==> config.mk <==
export PLATFORM = sky130hd
export DESIGN_NAME = smcr_regs
export DESIGN_NICKNAME = d
export VERILOG_FILES = /design/src/hw/smcr_regs.v
export VERILOG_INCLUDE_DIRS = /design/src /design/src/hw
export SDC_FILE = /design/constraint.sdc
export NUM_CORES = 1
export LEC_CHECK = 0
export BUFFER_PORTS_ARGS = -buffer_cell sky130_fd_sc_hd__buf_2
export CORE_MARGIN = 1.5
export CORE_UTILIZATION = 45
export DETAILED_ROUTE_END_ITERATION = 7
export GPL_ROUTABILITY_DRIVEN = 0
export GPL_TIMING_DRIVEN = 0
export PLACE_DENSITY = 0.68
export SLEW_MARGIN = 10
export SYNTH_ARGS = -nofsm -noshare
export SYNTH_HDL_FRONTEND = slang
export SYNTH_SLANG_ARGS = --single-unit
==> constraint.sdc <==
create_clock -name mclk -period 3.6 [get_ports mclk]
set_clock_uncertainty 0.2 [all_clocks]
set_input_delay 0.18 -clock mclk [delete_from_list [all_inputs] [get_ports mclk]]
set_output_delay 0.18 -clock mclk [all_outputs]
set_load 0.05 [all_outputs]
==> src/hw/smcr_consts.vh <==
// Constants for the synthesizer and modem configuration register group
`ifndef SMCR_CONSTS_VH
`define SMCR_CONSTS_VH
// ----------------------------------------
// Register addresses
// ----------------------------------------
`define SMCR_ADDR_IF_CTRL 6'h0B
`define SMCR_ADDR_OFFSET 6'h0C
`define SMCR_ADDR_CW_HIGH 6'h0D
`define SMCR_ADDR_CW_MID 6'h0E
`define SMCR_ADDR_CW_LOW 6'h0F
`define SMCR_ADDR_FW_EXP 6'h10
`define SMCR_ADDR_SR_MANT 6'h11
// ----------------------------------------
// Reset values
// ----------------------------------------
`define SMCR_RST_IF_CTRL 8'h0F
`define SMCR_RST_OFFSET 8'h00
`define SMCR_RST_CW_HIGH 8'h1E
`define SMCR_RST_CW_MID 8'hC4
`define SMCR_RST_CW_LOW 8'hEC
`define SMCR_RST_FW_EXP 8'h8C
`define SMCR_RST_SR_MANT 8'h22
// ----------------------------------------
// Field masks and scaling shifts
// ----------------------------------------
`define SMCR_MASK_IF_CTRL 8'h3F
`define SMCR_MASK_CW_HIGH 8'h3F
`define SMCR_SHIFT_IF 10
`define SMCR_SHIFT_OFFSET 14
`define SMCR_SHIFT_CARRIER 16
`define SMCR_SHIFT_RATE 28
`define SMCR_HIDDEN_ONE 9'h100
`define SMCR_BW_BASE 5'h04
`define SMCR_BW_SCALE_SHIFT 3
// ----------------------------------------
// Field positions
// ----------------------------------------
`define SMCR_IF_SEL_RANGE 4:0
`define SMCR_CW_HIGH_RANGE 5:0
`define SMCR_FW_EXP_RANGE 7:6
`define SMCR_FW_MANT_RANGE 5:4
`define SMCR_SR_EXP_RANGE 3:0
`endif

==> src/hw/smcr_regs.v <==
// Synthesizer and modem configuration registers with derived control words
`include "smcr_consts.vh"

module smcr_regs #(
    parameter WORD_W = 40
) (
    // Clock and reset
    input wire mclk,
    input wire srst,
    // Register port
    input wire [5:0] reg_addr,
    input wire reg_wr,
    input wire [7:0] reg_wdata,
    output reg [7:0] reg_rdata,
    // Radio state
    input wire rx_active,
    // Derived synthesizer words, oscillator-relative, scaled by 2^28
    output reg [WORD_W-1:0] synth_carrier_word_word,
    output reg [WORD_W-1:0] mixer_if_word,
    output reg [WORD_W-1:0] symbol_rate_word,
    // Channel filter decimation: 8*(4+mant)*2^exp
    output reg [8:0] decim_ratio,
    output reg [1:0] filter_width_exp,
    output reg [1:0] filter_width_mant
);

// ----------------------------------------
// Address decode
// ----------------------------------------
// Slots of the one-hot register select
localparam SEL_IF = 0;
localparam SEL_OFF = 1;
localparam SEL_CWH = 2;
localparam SEL_CWM = 3;
localparam SEL_CWL = 4;
localparam SEL_FW = 5;
localparam SEL_SR = 6;
localparam SEL_N = 7;

// Shared by write and read paths so both always see one map
function [SEL_N-1:0] smcr_decode;
    input [5:0] addr;
    begin
        smcr_decode = {SEL_N{1'b0}};
        smcr_decode[SEL_IF] = (addr == `SMCR_ADDR_IF_CTRL);
        smcr_decode[SEL_OFF] = (addr == `SMCR_ADDR_OFFSET);
        smcr_decode[SEL_CWH] = (addr == `SMCR_ADDR_CW_HIGH);
        smcr_decode[SEL_CWM] = (addr == `SMCR_ADDR_CW_MID);
        smcr_decode[SEL_CWL] = (addr == `SMCR_ADDR_CW_LOW);
        smcr_decode[SEL_FW] = (addr == `SMCR_ADDR_FW_EXP);
        smcr_decode[SEL_SR] = (addr == `SMCR_ADDR_SR_MANT);
    end
endfunction

wire [SEL_N-1:0] rd_sel = smcr_decode(reg_addr);
// Unmapped addresses select nothing, so writes there vanish
wire [SEL_N-1:0] wr_sel = rd_sel & {SEL_N{reg_wr}};

// ----------------------------------------
// Register storage
// ----------------------------------------
reg [7:0] synth_if_ctrl_reg;
reg [7:0] synth_offset_ctrl_reg;
reg [7:0] carrier_word_high_reg;
reg [7:0] carrier_word_mid_reg;
reg [7:0] carrier_word_low_reg;
reg [7:0] filter_width_rate_exp_reg;
reg [7:0] symbol_rate_mant_reg;

reg [7:0] synth_if_ctrl_next;
reg [7:0] synth_offset_ctrl_next;
reg [7:0] carrier_word_high_next;
reg [7:0] carrier_word_mid_next;
reg [7:0] carrier_word_low_next;
reg [7:0] filter_width_rate_exp_next;
reg [7:0] symbol_rate_mant_next;

always @* begin
    synth_if_ctrl_next = synth_if_ctrl_reg;
    synth_offset_ctrl_next = synth_offset_ctrl_reg;
    carrier_word_high_next = carrier_word_high_reg;
    carrier_word_mid_next = carrier_word_mid_reg;
    carrier_word_low_next = carrier_word_low_reg;
    filter_width_rate_exp_next = filter_width_rate_exp_reg;
    symbol_rate_mant_next = symbol_rate_mant_reg;
    // Bits 7:6 of the IF control and carrier high registers are dropped on the way in, so reads need no masking
    if (wr_sel[SEL_IF]) begin
        synth_if_ctrl_next = reg_wdata & `SMCR_MASK_IF_CTRL;
    end
    if (wr_sel[SEL_OFF]) begin
        synth_offset_ctrl_next = reg_wdata;
    end
    if (wr_sel[SEL_CWH]) begin
        carrier_word_high_next = reg_wdata & `SMCR_MASK_CW_HIGH;
    end
    if (wr_sel[SEL_CWM]) begin
        carrier_word_mid_next = reg_wdata;
    end
    if (wr_sel[SEL_CWL]) begin
        carrier_word_low_next = reg_wdata;
    end
    if (wr_sel[SEL_FW]) begin
        filter_width_rate_exp_next = reg_wdata;
    end
    if (wr_sel[SEL_SR]) begin
        symbol_rate_mant_next = reg_wdata;
    end
end

always @(posedge mclk) begin
    if (srst) begin
        synth_if_ctrl_reg <= `SMCR_RST_IF_CTRL;
        synth_offset_ctrl_reg <= `SMCR_RST_OFFSET;
        carrier_word_high_reg <= `SMCR_RST_CW_HIGH;
        carrier_word_mid_reg <= `SMCR_RST_CW_MID;
        carrier_word_low_reg <= `SMCR_RST_CW_LOW;
        filter_width_rate_exp_reg <= `SMCR_RST_FW_EXP;
        symbol_rate_mant_reg <= `SMCR_RST_SR_MANT;
    end else begin
        synth_if_ctrl_reg <= synth_if_ctrl_next;
        synth_offset_ctrl_reg <= synth_offset_ctrl_next;
        carrier_word_high_reg <= carrier_word_high_next;
        carrier_word_mid_reg <= carrier_word_mid_next;
        carrier_word_low_reg <= carrier_word_low_next;
        filter_width_rate_exp_reg <= filter_width_rate_exp_next;
        symbol_rate_mant_reg <= symbol_rate_mant_next;
    end
end

// ----------------------------------------
// Read mux
// ----------------------------------------
reg [7:0] reg_rdata_next;
always @* begin
    reg_rdata_next = 8'h00;
    if (rd_sel[SEL_IF]) begin
        reg_rdata_next = synth_if_ctrl_reg;
    end
    if (rd_sel[SEL_OFF]) begin
        reg_rdata_next = synth_offset_ctrl_reg;
    end
    if (rd_sel[SEL_CWH]) begin
        reg_rdata_next = carrier_word_high_reg;
    end
    if (rd_sel[SEL_CWM]) begin
        reg_rdata_next = carrier_word_mid_reg;
    end
    if (rd_sel[SEL_CWL]) begin
        reg_rdata_next = carrier_word_low_reg;
    end
    if (rd_sel[SEL_FW]) begin
        reg_rdata_next = filter_width_rate_exp_reg;
    end
    if (rd_sel[SEL_SR]) begin
        reg_rdata_next = symbol_rate_mant_reg;
    end
end

// ----------------------------------------
// Derived words, all but the decimation ratio in units of f_osc / 2^28
// ----------------------------------------
// Common scale keeps base, offset and IF directly addable
wire [23:0] carrier_word = {carrier_word_high_reg[`SMCR_CW_HIGH_RANGE], carrier_word_mid_reg,
    carrier_word_low_reg};
wire [4:0] if_select = synth_if_ctrl_reg[`SMCR_IF_SEL_RANGE];
wire signed [7:0] synth_offset = synth_offset_ctrl_reg;
wire [3:0] symbol_rate_exp = filter_width_rate_exp_reg[`SMCR_SR_EXP_RANGE];
wire [1:0] fw_exp_field = filter_width_rate_exp_reg[`SMCR_FW_EXP_RANGE];
wire [1:0] fw_mant_field = filter_width_rate_exp_reg[`SMCR_FW_MANT_RANGE];

wire signed [WORD_W:0] base_term = $signed({1'b0, {{(WORD_W-24){1'b0}}, carrier_word}})
    <<< (`SMCR_SHIFT_RATE - `SMCR_SHIFT_CARRIER);
wire signed [WORD_W:0] offset_term = {{(WORD_W-7){synth_offset[7]}}, synth_offset}
    <<< (`SMCR_SHIFT_RATE - `SMCR_SHIFT_OFFSET);
wire signed [WORD_W:0] if_term = $signed({1'b0, {{(WORD_W-5){1'b0}}, if_select}})
    <<< (`SMCR_SHIFT_RATE - `SMCR_SHIFT_IF);
wire signed [WORD_W:0] synth_sum = base_term + offset_term - (rx_active ? if_term :
    {(WORD_W+1){1'b0}});
// Hidden leading one makes a 9-bit mantissa
wire [8:0] rate_mant9 = `SMCR_HIDDEN_ONE | {1'b0, symbol_rate_mant_reg};
wire [WORD_W-1:0] rate_word = {{(WORD_W-9){1'b0}}, rate_mant9} << symbol_rate_exp;
wire [4:0] bw_div = `SMCR_BW_BASE + {3'b000, fw_mant_field};
// Largest ratio is 448, so nine bits are needed to hold it
wire [8:0] decim_next = ({4'h0, bw_div} << `SMCR_BW_SCALE_SHIFT) << fw_exp_field;

always @(posedge mclk) begin
    if (srst) begin
        reg_rdata <= 8'h00;
        synth_carrier_word_word <= {WORD_W{1'b0}};
        mixer_if_word <= {WORD_W{1'b0}};
        symbol_rate_word <= {WORD_W{1'b0}};
        decim_ratio <= 9'h000;
        filter_width_exp <= 2'h0;
        filter_width_mant <= 2'h0;
    end else begin
        reg_rdata <= reg_rdata_next;
        synth_carrier_word_word <= synth_sum[WORD_W-1:0];
        mixer_if_word <= if_term[WORD_W-1:0];
        symbol_rate_word <= rate_word;
        decim_ratio <= decim_next;
        filter_width_exp <= fw_exp_field;
        filter_width_mant <= fw_mant_field;
    end
end

endmodule // smcr_regs
## Yosys cells after proc, flatten, opt, wreduce, memory -nomap -nowiden

Cells that the tools add are included.

- Bits in registers: 193
- Output and inout bits: 141
- Input port bits: 18
- Logic and storage cells: 36

- Shift operators: 2
- Bitwise operators: 1
- Muxes and demuxes: 8
- Eq/ne operators: 7
- Add/sub/neg operators: 3

Operator list:

| operator | number |
|---|---|
| $mux W8 | 6 |
| $shl A9 B4 Y40 | 1 |
| $sub A36 B24 Y37 | 1 |
| $add A35 B22 Y36 | 1 |
| $eq A6 B4 Y1 const B | 5 |
| $mux W23 | 1 |
| $eq A6 B5 Y1 const B | 2 |
| $shl A7 B2 Y9 | 1 |
| $and A7 B7 Y7 | 1 |
| $mux W6 | 1 |
| $add A3 B2 Y4 const A | 1 |

## Logic depth before layout (Yosys ltp)

Gate-level depths: netlist (run 1).

- Word-level depth: 8
- Depth in mapped cells: 11
- Depth with buffers taken out: 10

## Worst setup path after synthesis (run 1)

Ideal clock, no wire load.

- Path type: register to register
- From: register synth_offset_ctrl_reg[7] (netlist: synth_offset[7])
- To: register synth_carrier_word_word[34]
- Stages on the path, launching flop included: 10
- Buffers on the path: 0
- Required time: 3279 ps
- Path slack: 660 ps
- Data arrival time: 2619 ps
- Period minus slack after synthesis: 2940 ps
- Library setup time: 121 ps
- Cell sequence: dfxtp_1 > inv_1 > fa_1 > inv_1 > ha_1 > or3_1 > o211ai_1 > a21oi_1 > nor3_1 > mux2_2

- Cells in the longest elaborated chain, start to end: 2

Ends and longest elaborated chain:

| element | RTL line | source |
|---|---|---|
| start, declared | smcr_regs.v:63 | `reg [7:0] synth_offset_ctrl_reg;` |
| start signal, assigned | smcr_regs.v:113 | `` synth_offset_ctrl_reg <= `SMCR_RST_OFFSET; `` |
| start signal, assigned | smcr_regs.v:121 | `synth_offset_ctrl_reg <= synth_offset_ctrl_next;` |
| $add A35 B22 Y36 | smcr_regs.v:177 | `wire signed [WORD_W:0] synth_sum = base_term + offset_term - (rx_active ? if_term :` |
| $sub A36 B24 Y37 | smcr_regs.v:177 |  |
| end signal, assigned | smcr_regs.v:189 | `synth_carrier_word_word <= {WORD_W{1'b0}};` |
| end signal, assigned | smcr_regs.v:197 | `synth_carrier_word_word <= synth_sum[WORD_W-1:0];` |
| end, declared | smcr_regs.v:18 | `output reg [WORD_W-1:0] synth_carrier_word_word,` |

Every way passes these cells.
A chain may end at the register's enable or synchronous reset.

## Worst setup path after layout (run 1)

Same ends and word-level chain as after synthesis.

==> flow_summary.toml, run 1 <==
[pwr]
seq_power_share_pct = 38.6
p_clk_share_pct = 46.6
combPwrFrac_pct = 14.9
switchingPower_mw = 1.05
p_leak_nw = 4.20
vdd_ir_drop_max_mv = 0.365
power_density_nw_per_um2 = 425
switching_share_pct = 28.7
intPower_mw = 2.61

[final_layout]
regMostFlops = "synth_carrier_word_word"
reg_top3 = "synth_carrier_word_word: 25 flops, symbol_rate_word: 24 flops"
area_delta_synth_final_pct = 23.0
fin_nets = 1087
nFillCells = 1418
multiInputGateArea_um2 = 3750
final_util_pct = 56.6
num_antenna_cells = 0
drive_gt1_share_pct = 21.6
regArea_um2 = 2480
final_common_cell = "dfxtp_1"
largest_reg_flops = 25
mostFrequentLayoutCells = "124 x dfxtp_1, 101 x buf_2, 87 x nor2_1, 80 x inv_1"

[synth]
synth_top_area_share_pct = 35.5
yosys.area.top_type = "dfxtp_1"
synthSimpleGateAreaFrac_pct = 20.5
synth-seq-cells = 124
ys_types = 65
synth_compound_area_share_pct = 13.5
netlist_area_um2 = 6990
ys_seq_area_share_pct = 35.5
synthXorXnorAreaFrac_pct = 1.25
synth_top_family_by_area = "simple AND/OR/NAND/NOR gates"
yosys-top-cells-area = "dfxtp_1 35%, buf_4 7.4%, ha_1 6.8%, mux2i_1 4.7%, nor2_1 4.7%"
syn-mean-instance-area_um2 = 8.31
synth_fa_ha_area_share_pct = 8.52
syn_inst = 842
synth-main-ff-cell = "dfxtp_1"
yosysWarnings = 0
async_reset_ff_share_pct = 0
synth_mux_area_share_pct = 6.33
synth_edf_count = 0

[grt]
antenna_found_initial = 0
grt_overflow = 0
grt_usage_pct = 22.5
grtUsageMet2_pct = 36.3
met3_usage_pct = 5.72
grt_max_degree = 17
grt_util_met1_pct = 30.0
grt_pass1_vias = 5704
grt_pass1_wl_um = 28600
busiest_layer = "met2"

[clock_network]
cts_tree = "done"
numClockSinks = 124
cts_resized = 0
clock_latency_ns = 0.42
cts.clk_slew.worst_paths_ns = 0.06
cts_setup_buffers = 0
root_buffer = "clkbuf_16"
hold_buffers = 8
cts_buffers = 17
clock_path_buffers = 2
cts_max_level = 4

[floorplan]
die_x_um = 128
die_h_um = 128
num_rows = 45
ios = 159
core_region_area_um2 = 15200
die-area_um2 = 16300
start_util_pct = 46.0

[sta]
rsz0062_at_grt = "no"
min_period_ns = 3.46
final.period_utilization_pct = 96.1
tns_ns = 0
final_hold_viol_count = 0
fmax_mhz = 289
fin_ws_ns = 0.142
slew_violations = 0
setup_viol = 0
relSlewSlack_pct = 53.4
tightestPinTransition_ns = 0.699

[placed_design]
dp_hpwl_um = 13700
io_buffers = 91
dpl_worst_slack_ns = 0.215

[drt]
vias = 6300
wire_per_inst_um = 15.0
postRouteAntennaNets = 0
drc = 0
first_pass_iters = 5
vias_per_cell = 5.14
drt_iter0_drc = 646
drt-total-wl_um = 18400

[worst_hold_path]
holdPathStages = 4
hold_class = "primary input to flop"

[worst_setup_path]
start_kind = "flop"
required_ns = 3.70
cp_max_fo = 16
critPathArrivalTime_ns = 3.56
cp-end-kind = "flop"
critical_path_class = "flop to flop"
worst_r2r_path_depth = 9

[flow_run]
drv_cap = 0

[status]
outcome = "complete, no violations"
-- layout make-up --
class	instances	share of cell area (%)
Buffer	107	8.19
Sequential cell	124	28.9
Timing Repair Buffer	99	6.23
Clock inverter	12	1.59
Clock buffer	20	5.31
Inverter	80	3.49
Multi-Input combinational cell	596	43.6
Tap cell	188	2.73
-- layer usage --
metal  wire length, um  share of wire [%]  up-vias
met5                 0                  0        -
met4               286                1.6        0
met3              1740                9.5       24
met2              8290                 45      324
met1              8060                 44     2871
li1                  -                  -     3081
-- power groups by stage --
stage	clock network (mW)	logic (mW)	registers [mW]
after floorplan	0	0.346	1.53
after global placement	0	0.529	1.44
after detailed placement	0	0.529	1.44
after CTS	1.73	0.538	1.41
after global routing	1.79	0.573	1.41
final	1.70	0.544	1.41
-- critical path, stage by stage, from the launching register on --
cell and delay [ns]:
dfxtp_1 0.32, inv_1 0.28, fa_1 0.63, inv_1 0.05, ha_1 0.25, or3_1 0.46, o211ai_1 0.37, a21oi_1 0.14
nor3_1 0.27, mux2_2 0.37
-- cell families (layout without fill, tap and decap cells) --
| family | after synthesis | in the layout |
|---|---|---|
| AO/OA/AOI/OAI | 146 | 146 |
| XOR/XNOR | 10 | 10 |
| adder cells (fa/ha/maj) | 44 | 44 |
| buffers and inverters | 187 | 318 |
| flip-flops | 124 | 124 |
| multiplexers | 42 | 42 |
| other | 1 | 66 |
| AND/OR/NAND/NOR | 288 | 288 |
-- final timing paths --
path / from / endpoint / slack [ns]
worst max-delay path: synth_offset[7]$_SDFFE_PP0P_ / synth_carrier_word_word[34]$_SDFF_PP0_ / 0.14
worst min register to register: synth_if_ctrl_reg[5]$_SDFFE_PP0P_ / synth_if_ctrl_reg[5]$_SDFFE_PP0P_ / 0.27
worst min-delay path: srst / synth_carrier_word_word[29]$_SDFF_PP0_ / 0.14
worst max register to register: synth_offset[7]$_SDFFE_PP0P_ / synth_carrier_word_word[34]$_SDFF_PP0_ / 0.14
-- through the flow --
| stage | instances | area, um2 | power, mW | hold WS [ns] |
|---|---|---|---|---|
| 6_report | 1226 | 8600 | 3.66 | 0.138 |
| 5_1_grt | 1226 | 8600 | 3.78 | 0.159 |
| 4_1_cts | 1226 | 8600 | 3.67 | 0.115 |
| 3_5_place_dp | 1186 | 7930 | 1.97 | 0.252 |
| 3_3_place_gp | 1186 | 7930 | 1.97 | 0.242 |
| 2_1_floorplan | 907 | 7240 | 1.88 | 0.0978 |
-- synthesized netlist by cell type, drive strengths merged (2+ instances only) --
library cell,n
or3,2
clkbuf,16
ha,38
fa,6
xor2,5
mux2i,33
a21oi,46
o21ai,24
nor2,90
nand2b,6
nand2,69
a211oi,7
mux2,8
nor2b,25
nor3b,5
o2111ai,2
a22oi,9
xnor2,5
nand4,6
nand3,23
or2,2
inv,80
a31oi,11
o21a,6
nor4,4
and3,3
nand3b,18
buf,91
o211ai,3
nor3,22
a211o,8
a21o,7
o22ai,7
a221oi,8
nand4b,2
and2,8
dfxtp,124
No activity file was read; power rests on OpenSTA's default activity.
==> run 2: changes to the inputs <==
Settings changed: CORE_UTILIZATION 45 to 30, PLACE_DENSITY 0.68 to unset.
==> flow_summary.toml, run 2 (synthesized netlist as in run 1, its figures left out) <==
[drt]
drt_iter0_drc = 425
drc = 0
first_pass_iters = 5
vias_per_cell = 4.64
drt-total-wl_um = 19800
vias = 6262
postRouteAntennaNets = 0
wire_per_inst_um = 14.7

[sta]
slew_violations = 0
tns_ns = 0
holdWs_ns = 0.118
fin_ws_ns = 0.184
fmax_mhz = 293
setup_viol = 0
rsz0062_at_grt = "no"
relSlewSlack_pct = 49.8
tightestPinTransition_ns = 0.753
final.period_utilization_pct = 94.9
final_hold_viol_count = 0
min_period_ns = 3.42

[pwr]
fin_total_pwr_mw = 3.72
switchingPower_mw = 1.13
intPower_mw = 2.59
seq_power_share_pct = 37.9
p_leak_nw = 4.21
p_clk_share_pct = 47.4
switching_share_pct = 30.4
combPwrFrac_pct = 14.7
power_density_nw_per_um2 = 424
vdd_ir_drop_max_mv = 0.340

[final_layout]
regMostFlops = "synth_carrier_word_word"
num_antenna_cells = 0
area_delta_synth_final_pct = 25.3
largest_reg_flops = 25
design_area_um2 = 8770
drive_gt1_share_pct = 21.7
mostFrequentLayoutCells = "124 x dfxtp_1, 101 x buf_2, 87 x nor2_1, 80 x inv_1"
fin_nets = 1087
reg_top3 = "synth_carrier_word_word: 25 flops, symbol_rate_word: 24 flops"
final_common_cell = "dfxtp_1"
nFillCells = 2357

[floorplan]
core_region_area_um2 = 22800
die_h_um = 156
ios = 159
num_rows = 55
die-area_um2 = 24200
start_util_pct = 30.7
die_x_um = 156

[clock_network]
root_buffer = "clkbuf_16"
cts_buffers = 17
clock_latency_ns = 0.43
clock_path_buffers = 2
cts_resized = 0
cts_setup_buffers = 0
cts_tree = "done"
hold_buffers = 8
numClockSinks = 124
cts_max_level = 4
cts.clk_slew.worst_paths_ns = 0.06

[flow_run]
drv_cap = 0

[placed_design]
dpl_worst_slack_ns = 0.195
io_buffers = 91
placed_cell_area_um2 = 8090
dp_hpwl_um = 14900

[worst_hold_path]
hold_class = "primary input to flop"
holdPathStages = 4

[worst_setup_path]
required_ns = 3.72
critPathArrivalTime_ns = 3.53
critical_path_class = "flop to flop"
worst_r2r_path_depth = 9
cp_max_fo = 16
cp-end-kind = "flop"
start_kind = "flop"

[status]
outcome = "complete, no violations"

[grt]
grt_pass1_wl_um = 30300
grtUsageMet2_pct = 25.2
antenna_found_initial = 0
busiest_layer = "met2"
grt_overflow = 0
grt_max_degree = 17
grt_pass1_vias = 5732
grt_util_met1_pct = 21.9
met3_usage_pct = 3.58
grt_usage_pct = 16.3
-- run 2: changes by cell type in the layout (fill, tap and decap cells not counted) --
cell / before / now
inv_6: 3 / 5
clkbuf_1: 17 / 16
clkinvlp_4: 3 / 1
clkbuf_8: 2 / 0
inv_8: 0 / 3
clkinv_4: 2 / 3
clkinv_2: 2 / 1
-- run 2: stage by stage --
stage	util (%)	instances
2_1_floorplan	-	907
3_3_place_gp	35.5	1311
3_5_place_dp	35.5	1311
4_1_cts	38.5	1351
5_1_grt	38.5	1351
6_report	38.5	1351
-- run 2: final timing paths --
kind | from | to | slack [ns]
worst max-delay path | synth_offset[7]$_SDFFE_PP0P_ | synth_carrier_word_word[34]$_SDFF_PP0_ | 0.18
worst min-delay path | srst | synth_carrier_word_word[29]$_SDFF_PP0_ | 0.12
worst max register to register | synth_offset[7]$_SDFFE_PP0P_ | synth_carrier_word_word[34]$_SDFF_PP0_ | 0.18
worst min register to register | synth_if_ctrl_reg[5]$_SDFFE_PP0P_ | synth_if_ctrl_reg[5]$_SDFFE_PP0P_ | 0.26
-- run 2: area by class of cell --
| type | instances | area (um2) | share of cell area, % |
|---|---|---|---|
| Sequential cell | 124 | 2480 | 28.3 |
| Multi-Input combinational cell | 596 | 3750 | 42.8 |
| Buffer | 107 | 704 | 8.03 |
| Tap cell | 313 | 392 | 4.47 |
| Clock inverter | 15 | 176 | 2.01 |
| Clock buffer | 17 | 425 | 4.85 |
| Inverter | 80 | 300 | 3.43 |
| Timing Repair Buffer | 99 | 536 | 6.11 |
-- run 2: layer usage --
| layer | share of wire [%] | up-vias |
|---|---|---|
| li1 | - | 3082 |
| met1 | 45 | 2882 |
| met2 | 44 | 262 |
| met3 | 8.1 | 36 |
| met4 | 2.4 | 0 |
| met5 | 0 | - |
-- run 2: critical path, cell delays in order (launching register included) --
cell,delay (ns)
dfxtp_1,0.33
inv_1,0.27
fa_1,0.60
inv_1,0.04
ha_1,0.25
or3_1,0.49
o211ai_1,0.33
a21oi_1,0.14
nor3_1,0.28
mux2_2,0.37
-- run 2: power by group through the flow --
| stage | combinational [mW] | sequential, mW | clock (mW) |
|---|---|---|---|
| after global routing | 0.579 | 1.41 | 1.84 |
| final | 0.548 | 1.41 | 1.76 |
| after global placement | 0.535 | 1.44 | 0 |
| after detailed placement | 0.536 | 1.44 | 0 |
| after floorplan | 0.346 | 1.53 | 0 |
| after CTS | 0.544 | 1.41 | 1.79 |
==> run 3: changes to the inputs <==
Settings changed: CORE_UTILIZATION 30 to 55, PLACE_DENSITY set to 0.81.
Clock period 3.6 ns to 3.2 ns, I/O delays scaled along.
==> flow_summary.toml, run 3 (synthesized netlist as in run 1, its figures left out) <==
[worst_setup_path]
cp-end-kind = "flop"
critical_path_class = "flop to flop"
cp_top_family = "adder cells"
r2r_slack_ns = 0.02
path_buf_inv = 2
reg2reg_to = "synth_carrier_word_word[34]$_SDFF_PP0_"
start_kind = "flop"
cp_cell_sequence = "clkinvlp_4 -> fa_1 -> inv_1 -> ha_1 -> or3_4 -> o211ai_1 -> a21oi_2 -> nor3_2 -> mux2_2"
cp_max_fo = 5
required_ns = 3.30
critPathArrivalTime_ns = 3.29
crit_start = "synth_offset[7]$_SDFFE_PP0P_"
r2r_start = "synth_offset[7]$_SDFFE_PP0P_"
critical_path.max_stage_delay_ns = 0.54
worst_r2r_path_depth = 9
slowest_stage = "fa_1"
crit_path_end = "synth_carrier_word_word[34]$_SDFF_PP0_"
worst-path-stages = 9

[final_layout]
final_util_pct = 69.3
fin_nets = 1088
reg_top3 = "synth_carrier_word_word: 25 flops, symbol_rate_word: 24 flops"
regMostFlops = "synth_carrier_word_word"
design_area_um2 = 8680
largest_reg_flops = 25
finalNonFillerCells = 1210
num_antenna_cells = 0
final_common_cell = "dfxtp_1"
mostFrequentLayoutCells = "122 x dfxtp_1, 100 x buf_2, 87 x nor2_1, 79 x inv_1, 72 x buf_4"
drive_gt1_share_pct = 23.8
area_delta_synth_final_pct = 24.1

[drt]
first_pass_iters = 7
drc = 0
drt-total-wl_um = 18300
postRouteAntennaNets = 0
vias = 6473
drt_iter0_drc = 730
vias_per_cell = 5.35
wire_per_inst_um = 15.1

[grt]
grt_max_degree = 17
antenna_found_initial = 0
grt_usage_pct = 27.2
grt_pass1_vias = 5669
grt_overflow = 0
grt_pass1_wl_um = 28000

[pwr]
p_leak_nw = 4.20
power_density_nw_per_um2 = 469
fin_total_pwr_mw = 4.07
vdd_ir_drop_max_mv = 0.381

[placed_design]
io_buffers = 91
placed_cell_area_um2 = 7910
dp_hpwl_um = 13200
place_inst = 1170

[clock_network]
root_buffer = "clkbuf_16"
clock_latency_ns = 0.42
numClockSinks = 124
cts.clk_slew.worst_paths_ns = 0.06
cts_tree = "done"
cts_max_level = 4
clock_path_buffers = 2
cts_buffers = 17

[sta]
fmax_mhz = 314
min_period_ns = 3.18
rsz0062_at_grt = "yes"
relSlewSlack_pct = 54.9
setup_viol = 0
final_hold_viol_count = 0
final.period_utilization_pct = 99.4
slew_violations = 0
tightestPinTransition_ns = 0.677

[floorplan]
die-area_um2 = 13400
num_rows = 41
start_util_pct = 55.9
core_region_area_um2 = 12500
die_x_um = 116
die_h_um = 116
ios = 159

[worst_hold_path]
hold_path.startpoint = "reg_addr[2]"
hold_class = "primary input to flop"

[flow_run]
drv_cap = 0

[status]
outcome = "complete, no violations"
-- run 3: cell count changes in the layout (fill, tap and decap cells not counted), moves of 4 or more --
cell     change
ha_1         -7
ha_2         +7
a21oi_1      -5
a21oi_2      +5
inv_6        -4
-- run 3: per-stage QoR --
stage	setup TNS (ns)	hold slack [ns]	setup WS, ns
6_report	0	0.106	0.0178
3_3_place_gp	-0.129	0.242	-0.129
3_5_place_dp	-0.294	0.249	-0.158
4_1_cts	-0.0271	0.0921	-0.0271
2_1_floorplan	0	0.0778	0.260
5_1_grt	-0.0505	0.114	-0.0406
-- run 3: cell type report --
class | count | area, um2
Multi-Input combinational cell | 596 | 3850
Fill cell | 995 | 3840
Sequential cell | 124 | 2480
Buffer | 106 | 703
Timing Repair Buffer | 101 | 551
Clock buffer | 22 | 454
Inverter | 80 | 304
Tap cell | 172 | 215
Clock inverter | 9 | 115
-- run 3: how the worst min path moves through the flow --
stage / end / depth (start not counted) / slack, ns
after floorplan: carrier_word_high_reg[1]$_SDFFE_PP1P_ / 1 / 0.08
after global placement: synth_if_ctrl_reg[5]$_SDFFE_PP0P_ / 2 / 0.24
after detailed placement: synth_if_ctrl_reg[5]$_SDFFE_PP0P_ / 2 / 0.25
after CTS: synth_if_ctrl_reg[5]$_SDFFE_PP0P_ / 5 / 0.09
after global routing: synth_carrier_word_word[29]$_SDFF_PP0_ / 4 / 0.11
final: synth_if_ctrl_reg[5]$_SDFFE_PP0P_ / 5 / 0.11
-- run 3: repair_timing --
action	CTS	global route
endpoints found under the hold margin	47	0
gates resized for setup	2	27
buffers inserted	2	0
cloned	0	0
hold buffers	8	0
endpoints found under the setup margin	3	10
pin swaps	1	5
-- run 3: per-layer routing --
| metal | vias up | GRT usage (%) | share of wire, % |
|---|---|---|---|
| met3 | 68 | 6.85 | 11 |
| met5 | - | 0 | 0 |
| met4 | 0 | 12.2 | 3.8 |
| met1 | 2925 | 35.1 | 40 |
| met2 | 397 | 43.1 | 45 |
| li1 | 3083 | - | - |
-- run 3: power by group --
part / switching (mW) / internal [mW] / leakage (nW)
Combinational: 0.455 / 0.169 / 2.92
Sequential: 0.00919 / 1.58 / 1.01
Clock: 0.695 / 1.17 / 0.271
Total: 1.16 / 2.91 / 4.20
-- run 3: worst min-delay path, delay by kind of cell --
family	cells	cell delay (ns)
buf+inv	2	0.28
compound gates	1	0.05
simple gates	2	0.17
